### config.mk
export PLATFORM = sky130hd
export DESIGN_NAME = tw_timer_ctrl
export DESIGN_NICKNAME = d
export VERILOG_FILES = /design/src/hw/tw_pkg.sv /design/src/hw/tw_edge_sync.sv /design/src/hw/tw_timer_ctrl.sv
export SDC_FILE = /design/constraint.sdc
export NUM_CORES = 1
export LEC_CHECK = 0
export ABC_CLOCK_PERIOD_IN_PS = 1700
export BUFFER_PORTS_ARGS = -buffer_cell sky130_fd_sc_hd__buf_2
export CAP_MARGIN = 40
export CELL_PAD_IN_SITES_DETAIL_PLACEMENT = 0
export CELL_PAD_IN_SITES_GLOBAL_PLACEMENT = 1
export CORE_MARGIN = 5
export CORE_UTILIZATION = 34
export CTS_BUF_LIST = sky130_fd_sc_hd__clkbuf_8
export DETAILED_ROUTE_END_ITERATION = 6
export PLACE_DENSITY_LB_ADDON = 0.1
export SYNTH_ARGS = -nofsm -noshare
export SYNTH_HDL_FRONTEND = slang
export SYNTH_SLANG_ARGS = --single-unit
export TNS_END_PERCENT = 1
### constraint.sdc
create_clock -name pclk -period 1.7 [get_ports pclk]
set_input_delay 0.17 -clock pclk [delete_from_list [all_inputs] [get_ports pclk]]
set_output_delay 0.17 -clock pclk [all_outputs]
set_load 0.05 [all_outputs]
### src/hw/tw_pkg.sv
// Purpose: shared constants and types for the timer clock/clear/level control block
// Assumes: 32-bit apb, one aligned word per register
// Notes: byte offsets are local choices
package tw_pkg;
   // ==========================================================
   // register map
   localparam logic [7:0] TW_OFF_CTRL = 8'h00;
   localparam logic [7:0] TW_OFF_MODE = 8'h04;
   localparam logic [7:0] TW_OFF_CNT = 8'h08;
   // ==========================================================
   // reset values and field positions
   localparam logic [7:0] TW_CTRL_RST = 8'h00;
   localparam logic [15:0] TW_CNT_RST = 16'h0000;
   localparam int TW_MODE_START_BIT = 7;
   localparam logic [7:0] TW_MODE_RSVD_ONES = 8'h48;
   localparam int TW_CNT_W = 16;
   // ==========================================================
   // clock select codes
   localparam logic [2:0] TW_CKS_DIV1 = 3'h0;
   localparam logic [2:0] TW_CKS_DIV2 = 3'h1;
   localparam logic [2:0] TW_CKS_DIV4 = 3'h2;
   localparam logic [2:0] TW_CKS_DIV8 = 3'h3;

   typedef struct packed {
      logic clear_on_match_a;
      logic clock_select_bit2;
      logic clock_select_bit1;
      logic clock_select_bit0;
      logic initial_level_pin_d;
      logic initial_level_pin_c;
      logic initial_level_pin_b;
      logic level_pin_a;
   } tw_ctrl_t;

   typedef struct packed {
      logic match_a;
      logic match_b;
      logic match_c;
      logic match_d;
   } tw_match_t;
endpackage

### src/hw/tw_edge_sync.sv
// Purpose: two-flop synchroniser with rising edge pulse
// Assumes: async_in is from outside the pclk domain
// Notes: the first flop feeds only the second
`timescale 1ns/1ps
`default_nettype none
module tw_edge_sync (
   input wire logic pclk,
   input wire logic presetn,
   input wire logic async_in,
   output logic rise
);
   logic meta;
   logic sync;
   logic sync_d;
   logic next_meta;
   logic next_sync;
   logic next_sync_d;

   // ==========================================================
   // synchroniser and edge detector
   always_comb begin
      next_meta = async_in;
      next_sync = meta;
      next_sync_d = sync;
   end

   always_ff @(posedge pclk or negedge presetn) begin
      if (!presetn) begin
         meta <= 1'b0;
         sync <= 1'b0;
         sync_d <= 1'b0;
      end else begin
         meta <= next_meta;
         sync <= next_sync;
         sync_d <= next_sync_d;
      end
   end

   // edge taken only from the settled copy
   assign rise = sync & ~sync_d;
endmodule // tw_edge_sync
`default_nettype wire

### src/hw/tw_timer_ctrl.sv
// Purpose: 16-bit timer counter with clock select, clear on match a and initial pin levels
// Assumes: match strobes are one-cycle pulses from pclk logic; event and subclock come from pins
// Notes: register access over apb, zero wait states
//
// Register access over APB and the address map were chosen for this implementation.
`timescale 1ns/1ps
`default_nettype none
module tw_timer_ctrl (
   input wire logic pclk,
   input wire logic presetn,
   input wire logic psel,
   input wire logic penable,
   input wire logic pwrite,
   input wire logic [7:0] paddr,
   input wire logic [31:0] pwdata,
   output logic [31:0] prdata,
   output logic pready,
   output logic pslverr,
   input wire logic external_event_input,
   input wire logic subclock_in,
   input wire logic low_power_mode,
   input wire tw_pkg::tw_match_t match,
   output logic compare_pin_b,
   output logic compare_pin_c,
   output logic compare_pin_d,
   output logic [tw_pkg::TW_CNT_W-1:0] timer_counter_value
);
   import tw_pkg::*;

   // ==========================================================
   // apb decode
   logic setup;
   logic access;
   logic hit;
   logic ctrl_wr;
   logic mode_wr;
   logic cnt_wr;
   tw_ctrl_t ctrl;
   tw_ctrl_t next_ctrl;
   logic start;
   logic next_start;
   logic [31:0] next_prdata;

   function automatic logic mapped(input logic [7:0] a);
      mapped = (a == TW_OFF_CTRL) || (a == TW_OFF_MODE) || (a == TW_OFF_CNT);
   endfunction

   assign setup = psel & ~penable;
   assign access = psel & penable;
   assign hit = mapped(paddr);
   assign pready = access;
   assign pslverr = access & ~hit;
   assign ctrl_wr = access & pwrite & (paddr == TW_OFF_CTRL);
   assign mode_wr = access & pwrite & (paddr == TW_OFF_MODE);
   assign cnt_wr = access & pwrite & (paddr == TW_OFF_CNT);

   always_comb begin
      next_ctrl = ctrl;
      next_start = start;
      next_prdata = prdata;
      if (ctrl_wr) begin
         next_ctrl = tw_ctrl_t'(pwdata[7:0]);
      end
      if (mode_wr) begin
         next_start = pwdata[TW_MODE_START_BIT];
      end
      // read data is captured in setup so it comes from a flop in access
      if (setup) begin
         next_prdata = 32'h0000_0000;
         case (paddr)
            TW_OFF_CTRL: next_prdata[7:0] = ctrl;
            TW_OFF_MODE: next_prdata[7:0] = TW_MODE_RSVD_ONES | {start, 7'h00};
            TW_OFF_CNT: next_prdata[15:0] = timer_counter_value;
            default: next_prdata = 32'h0000_0000;
         endcase
      end
   end

   always_ff @(posedge pclk or negedge presetn) begin
      if (!presetn) begin
         ctrl <= tw_ctrl_t'(TW_CTRL_RST);
         start <= 1'b0;
         prdata <= 32'h0000_0000;
      end else begin
         ctrl <= next_ctrl;
         start <= next_start;
         prdata <= next_prdata;
      end
   end

   // ==========================================================
   // clock source selection
   logic ext_rise;
   logic sub_rise;
   logic [2:0] presc;
   logic [2:0] next_presc;
   logic presc_tick;
   logic tick;
   logic [2:0] sel;

   // mask of prescaler bits that must all be one for a tick
   function automatic logic [2:0] div_mask(input logic [1:0] code);
      case (code)
         2'h0: div_mask = 3'h0;
         2'h1: div_mask = 3'h1;
         2'h2: div_mask = 3'h3;
         default: div_mask = 3'h7;
      endcase
   endfunction

   tw_edge_sync u_ext_sync (
      .pclk(pclk),
      .presetn(presetn),
      .async_in(external_event_input),
      .rise(ext_rise)
   );

   tw_edge_sync u_sub_sync (
      .pclk(pclk),
      .presetn(presetn),
      .async_in(subclock_in),
      .rise(sub_rise)
   );

   assign sel = {ctrl.clock_select_bit2, ctrl.clock_select_bit1, ctrl.clock_select_bit0};
   // free running divider; the first tick after a select change may come early
   assign next_presc = presc + 3'h1;
   assign presc_tick = (presc & div_mask(sel[1:0])) == div_mask(sel[1:0]);

   always_comb begin
      if (sel[2]) begin
         tick = ext_rise;
      end else if (low_power_mode) begin
         tick = sub_rise;
      end else begin
         tick = presc_tick;
      end
   end

   // ==========================================================
   // counter
   logic [TW_CNT_W-1:0] next_count;
   logic clr_a;

   assign clr_a = ctrl.clear_on_match_a & match.match_a;

   always_comb begin
      next_count = timer_counter_value;
      if (cnt_wr) begin
         next_count = pwdata[TW_CNT_W-1:0];
      end else if (clr_a) begin
         next_count = TW_CNT_RST;
      end else if (start && tick) begin
         next_count = timer_counter_value + 16'h0001;
      end
   end

   always_ff @(posedge pclk or negedge presetn) begin
      if (!presetn) begin
         presc <= 3'h0;
         timer_counter_value <= TW_CNT_RST;
      end else begin
         presc <= next_presc;
         timer_counter_value <= next_count;
      end
   end

   // ==========================================================
   // compare pin levels; a control write reloads levels, a match on b, c or d toggles that pin
   logic [2:0] pins;
   logic [2:0] next_pins;

   always_comb begin
      next_pins = pins;
      if (ctrl_wr) begin
         next_pins = {pwdata[3], pwdata[2], pwdata[1]};
      end else begin
         next_pins = pins ^ {match.match_d, match.match_c, match.match_b};
      end
   end

   always_ff @(posedge pclk or negedge presetn) begin
      if (!presetn) begin
         pins <= 3'h0;
      end else begin
         pins <= next_pins;
      end
   end

   assign compare_pin_d = pins[2];
   assign compare_pin_c = pins[1];
   assign compare_pin_b = pins[0];

   // ==========================================================
   // checks
   logic quiet;
   assign quiet = ~cnt_wr & ~clr_a;

   a_clear_on_a: assert property (@(posedge pclk) disable iff (!presetn)
      clr_a && !cnt_wr |=> timer_counter_value == 16'h0000)
      else $error("counter not cleared by match a");

   a_free_run: assert property (@(posedge pclk) disable iff (!presetn)
      (!ctrl.clear_on_match_a && !cnt_wr && start && tick && timer_counter_value == 16'hFFFF)
      |=> timer_counter_value == 16'h0000)
      else $error("counter did not wrap");

   a_div1_count: assert property (@(posedge pclk) disable iff (!presetn)
      (start && sel == TW_CKS_DIV1 && !low_power_mode && quiet)
      |=> timer_counter_value == $past(timer_counter_value) + 16'h0001)
      else $error("divide by one did not count");

   a_div2_gap: assert property (@(posedge pclk) disable iff (!presetn)
      (sel == TW_CKS_DIV2 && presc_tick) |=> (!presc_tick || sel != TW_CKS_DIV2))
      else $error("divide by two ticks too often");

   a_div8_gap: assert property (@(posedge pclk) disable iff (!presetn)
      (sel == TW_CKS_DIV8 && presc_tick) |=> (!presc_tick || sel != TW_CKS_DIV8)[*7])
      else $error("divide by eight ticks too often");

   a_ext_count: assert property (@(posedge pclk) disable iff (!presetn)
      (start && sel[2] && ext_rise && quiet)
      |=> timer_counter_value == $past(timer_counter_value) + 16'h0001)
      else $error("external edge not counted");

   a_sub_count: assert property (@(posedge pclk) disable iff (!presetn)
      (start && !sel[2] && low_power_mode && !sub_rise && quiet)
      |=> $stable(timer_counter_value))
      else $error("counted without subclock pulse");

   a_pin_d_init: assert property (@(posedge pclk) disable iff (!presetn)
      ctrl_wr ##1 (!match.match_d)[*2] |-> compare_pin_d == ctrl.initial_level_pin_d)
      else $error("pin d not at initial level");

   a_pin_c_init: assert property (@(posedge pclk) disable iff (!presetn)
      ctrl_wr |=> compare_pin_c == ctrl.initial_level_pin_c)
      else $error("pin c not at initial level");

   a_pin_b_init: assert property (@(posedge pclk) disable iff (!presetn)
      ctrl_wr |=> compare_pin_b == ctrl.initial_level_pin_b)
      else $error("pin b not at initial level");

   a_halt_stop: assert property (@(posedge pclk) disable iff (!presetn)
      (!start && quiet) |=> $stable(timer_counter_value))
      else $error("counter moved while halted");
endmodule // tw_timer_ctrl
`default_nettype wire

### After elaboration in Yosys (flattened, before gate mapping)

Cells that the tools add are included.

| cells by class | value |
|---|---|
| add/sub/neg operators | 2 |
| equal/unequal tests | 5 |
| multiplexer cells | 9 |
| bitwise gates (word level) | 16 |
| reductions and logical operators | 6 |

Operators by type and width:

| cell | number |
|---|---|
| 2-to-1 mux 16 bit | 3 |
| case mux 8 bit (3 select lines) | 1 |
| adder 16 x 1 -> 16 bit, second input constant | 1 |
| AND 1 bit | 10 |
| case mux 3 bit (3 select lines) | 1 |
| == test 8 x 3 -> 1 bit, second input constant | 1 |
| == test 8 x 4 -> 1 bit, second input constant | 1 |
| logical NOT 8 bit | 1 |
| 2-to-1 mux 8 bit | 1 |
| NOT 1 bit | 4 |
| adder 3 x 1 -> 3 bit, second input constant | 1 |
| AND 3 bit | 1 |
| == test 3 bit | 1 |
| 2-to-1 mux 3 bit | 1 |
| nonzero test 3 bit | 1 |
| XOR 3 bit | 1 |
| == test 2 x 1 -> 1 bit, second input constant | 1 |
| == test 2 bit, second input constant | 1 |
| logical NOT 2 bit | 1 |
| logical OR 1 bit | 2 |
| 2-to-1 mux 1 bit | 2 |
| logical AND 1 bit | 1 |

| storage, ports and cells | value |
|---|---|
| flip-flop bits (word level) | 53 |
| input bits | 52 |
| logic and storage cells | 57 |

### Depth between registers and ports, before layout

| logic depth | value |
|---|---|
| depth in word-level cells | 10 |
| gate-level depth with buffers | 8 |
| gate-level depth less buffers | 5 |

### By module

Synthesis repeated with hierarchy kept, for this count alone.

| second synthesis, totals | value |
|---|---|
| cell total of the unflattened synthesis | 239 |
| area, all modules | 2598.7 sq um |

Modules (own cells, without submodules):

| module | instances | cells each | area an instance (sq um) |
|---|---|---|---|
| tw_timer_ctrl | 1 | 231 | 2421.1 |
| tw_edge_sync | 2 | 4 | 88.8 |

### Least setup slack after synthesis

OpenSTA, ideal clock, no wires.

| timing path | value |
|---|---|
| kind | register to register |
| start | register timer_counter_value[2] (netlist name) |
| end | register timer_counter_value[13] (netlist name) |
| setup time | 121 ps |
| data arrival time | 1754 ps |
| path slack | -175 ps |
| cell stages (with the launch flop) | 6 |
| buffers on the path | 0 |
| cells stage by stage | dfrtp_1 -> and4_1 -> nand4_1 -> nand4b_1 -> xnor2_1 -> a22o_1 |

| on the way | value |
|---|---|
| cells in the longest elaborated chain, start to end | 4 |

Ends and longest elaborated chain:

| what | RTL line | source |
|---|---|---|
| start, declared | tw_timer_ctrl.sv:26 | `output logic [tw_pkg::TW_CNT_W-1:0] timer_counter_value` |
| start signal, assigned | tw_timer_ctrl.sv:164 | `timer_counter_value <= next_count;` |
| adder 16 x 1 -> 16 bit | tw_timer_ctrl.sv:154 | `next_count = timer_counter_value + 16'h0001;` |
| 2-to-1 mux 16 bit | tw_timer_ctrl.sv:153 | `end else if (start && tick) begin` |
| 2-to-1 mux 16 bit | tw_timer_ctrl.sv:151 | `end else if (clr_a) begin` |
| 2-to-1 mux 16 bit | tw_timer_ctrl.sv:149 | `if (cnt_wr) begin` |

Every way passes these cells. The select of a mux whose other input is x is not followed.
A chain may end at the register's enable or synchronous reset.

### Final worst setup path

| timing path | value |
|---|---|
| start | register u_ext_sync.sync_d |
| end | register timer_counter_value[1] (netlist name) |

| on the way | value |
|---|---|
| cells in the longest elaborated chain, start to end | 5 |

Ends and longest elaborated chain:

| what | RTL line | source |
|---|---|---|
| start, declared | tw_edge_sync.sv:14 | `logic sync_d;` |
| start signal, assigned | tw_edge_sync.sv:35 | `sync_d <= next_sync_d;` |
| NOT 1 bit | tw_edge_sync.sv:40 | `assign rise = sync & ~sync_d;` |
| AND 1 bit | tw_edge_sync.sv:40 |  |
| 2-to-1 mux 1 bit | tw_timer_ctrl.sv:131 | `if (sel[2]) begin` |
| logical AND 1 bit | tw_timer_ctrl.sv:153 |  |
| nonzero test 3 bit (no line) | -- |  |

Every way passes these cells.

==> out/summary.txt <==
fin area = 3616 µm²
Synth cell types = 47
Num CTS Buffers = 5
crit start category = flop
vias in the first global route = 2294
Initial Util = 0.3510
failing checks = setup timing
Post-Syn Instances = 252
Final Setup Violations = 1
Worst Tran Pin Value = 0.5519 ns
DRT iter0 DRCs = 123
Worst Path Required = 1.90 ns
min-delay worst type = in -> reg
Via Count = 2286
Most Used Layer, Global Route = met2
Synth Cell Area = 2740 µm²
Clk Latency, worst-skew pair = 0.31 ns
Worst Setup End Kind = flop
Sink Count = 53
clk_skew = 0.008114 ns
htree depth = 2
fin. max-slew vios = 0
first-pass GRT wire length = 11570 µm
unrepaired setup endpoints after global routing = true
commonest non-fill, non-tap cell in the layout = buf_2
Post-DRT Antenna Nets = 0
peak supply drop = 0.0006687 V
placed cell areas = 3371 µm²
Non-Filler Instances = 462
Area Overhead vs Synth = 31.96%
Setup Crit Path Kind = reg -> reg
total track usage = 0.1447
met1 Use GR = 0.2060
HP Start = pwdata[12]
M3 GR Usage = 0.03544
grt ovf = 0
chip width = 99.78 µm
clock buffer depth = 2
largest area contributor in the netlist = dfrtp_1
post-DP HPWL = 5565 µm
synth top area cells = dfrtp_1, a22o_1, buf_4, nand2_1, xnor2_1
Reg2Reg Setup Slack = -0.02 ns
crit share post-route = 1.012
Post-synth top flop = dfrtp_1
max-cap viol count = 0
WHS = 0.08039 ns
Residual DRC = 0
FMAX = 581.1 MHz
ant diodes = 0
initial antenna violation count = 0
Setup WS post-layout = -0.02098 ns
drt wl/cell = 15.78 µm
drt pass-1 iters = 6
die area = 9955 µm²
layout cells sized above 1 = 0.4222
Critical Path AT = 1.92 ns
Vias/cell = 4.948
fin util = 0.4631
Pleak = 1.762 nW
crit path max fanout = 7
Setup TNS Final = -0.02098 ns
outcome = complete, but fails checks
Synth top area share = 0.4840
Site Rows = 32
Final #Nets = 413
Final Wtd Congestion = 0.7910
GR Util met2 = 0.2242
Synth Register Bits = 53
Setup crit start = u_ext_sync.sync_d
routed wire length = 7289 µm
most frequent cells in the layout = buf_2, dfrtp_1, nand2_1, buf_4, a22o_1
number of flops mapped to enable cells by yosys = 0
core area = 7807 µm²
Final Hold Fails = 0
Synth Warn # = 0
CTS tree = yes
Slew HR = 0.6312
sequential area share after synthesis = 0.4840
Cell Pwr Density = 821.2 nW/µm²
min cycle time layout = 1.721 ns
Place WS = -0.07493 ns
Total Power = 2.969 mW
worst reg2reg startpoint = u_ext_sync.sync_d
CTS clk-pin slew, worst paths = 0.11 ns
Clock Tree Root = clkbuf_8
Async S/R FF share, synth = 1.000
I/O Buffers = 72
Avg Synthesized Cell Area = 10.87 µm²
DP Cell Count = 448
Top Ports = 105
largest net degree at the start of global routing = 36
chip height = 99.78 µm
layer usage:
layer / wire [µm] / vias to the layer above
met3: 504 / 5
li1: - / 1100
met2: 3372 / 71
met5: 0 / -
met1: 3364 / 1110
met4: 48 / 0
critical path: stages (launching register included):
cell and delay, ns:
dfrtp_1 0.37, nand2b_4 0.14, a221oi_4 0.43, nand2_4 0.17
mux2_2 0.30, a22o_1 0.20
where the power goes:
part / switching [mW] / internal [mW]
clock: 0.441 / 0.450
sequential: 0.0604 / 1.33
combinational: 0.478 / 0.205
total: 0.980 / 1.99
worst paths after layout:
path                                                end  cells past startpoint
worst max-delay path             timer_counter_value[1]                      5
worst min-delay path            timer_counter_value[12]                      2
worst max register to register   timer_counter_value[1]                      5
worst min register to register   u_ext_sync.next_sync_d                      0
max in group asynchronous        timer_counter_value[4]                      3
min in group asynchronous       timer_counter_value[15]                      2
synthesized netlist by cell type (all sizes together) (2+ instances only):
cell type   n
buf        23
dfrtp      53
mux2i       6
nor3        2
and4        3
nor4        4
clkbuf      2
ha          2
o2bb2a      5
nand4       5
and3        3
o31ai       3
o41ai       2
and2        6
inv         9
o21ai      17
mux2        7
nor2b       4
a21oi       6
a22oi       7
xnor2      10
nand3       6
nor2        4
nand2b      3
nand2      32
a2bb2oi     2
a22o       17
area by class of cell:
class / instances / area [µm²]
tap: 102 / 127.6
timing repair buffer: 109 / 673.1
sequential: 53 / 1339
multi-input combinational: 181 / 1326
inverter: 9 / 33.78
clock inverter: 3 / 47.55
fill: 769 / 4192
clock buffer: 5 / 68.82
state kept, by name, summed over array words and instances, names as in the netlist:
signal	flops
ctrl	8
pins	3
prdata	16
presc	3
start	1
timer_counter_value	16
u_ext_sync.meta	1
u_ext_sync.next_sync_d	1
u_ext_sync.sync_d	1
u_sub_sync.meta	1
u_sub_sync.next_sync_d	1
u_sub_sync.sync_d	1
repair_timing:
item,in CTS,in global routing
gates resized for setup,1,16
hold buffers,3,0
setup buffers,0,2
cloned,0,1
endpoints found under the setup margin,7,15
pin swaps,1,15
endpoints found under the hold margin,20,0
cell families (layout without fill, tap and decap cells):
kind of cell             count (synthesis)  count (layout)  synth area share
flip-flops                              53              53            0.4840
AND/OR/NAND/NOR                         75              76            0.1626
other                                    1              16          0.001369
XOR/XNOR                                11              11           0.03516
AO/OA/AOI/OAI                           63              63            0.1795
multiplexers                            13              13           0.05069
buffers and inverters                   34             126           0.07762
adder cells (fa/ha/maj)                  2               2          0.009131
No activity file was read; power rests on OpenSTA's default activity.
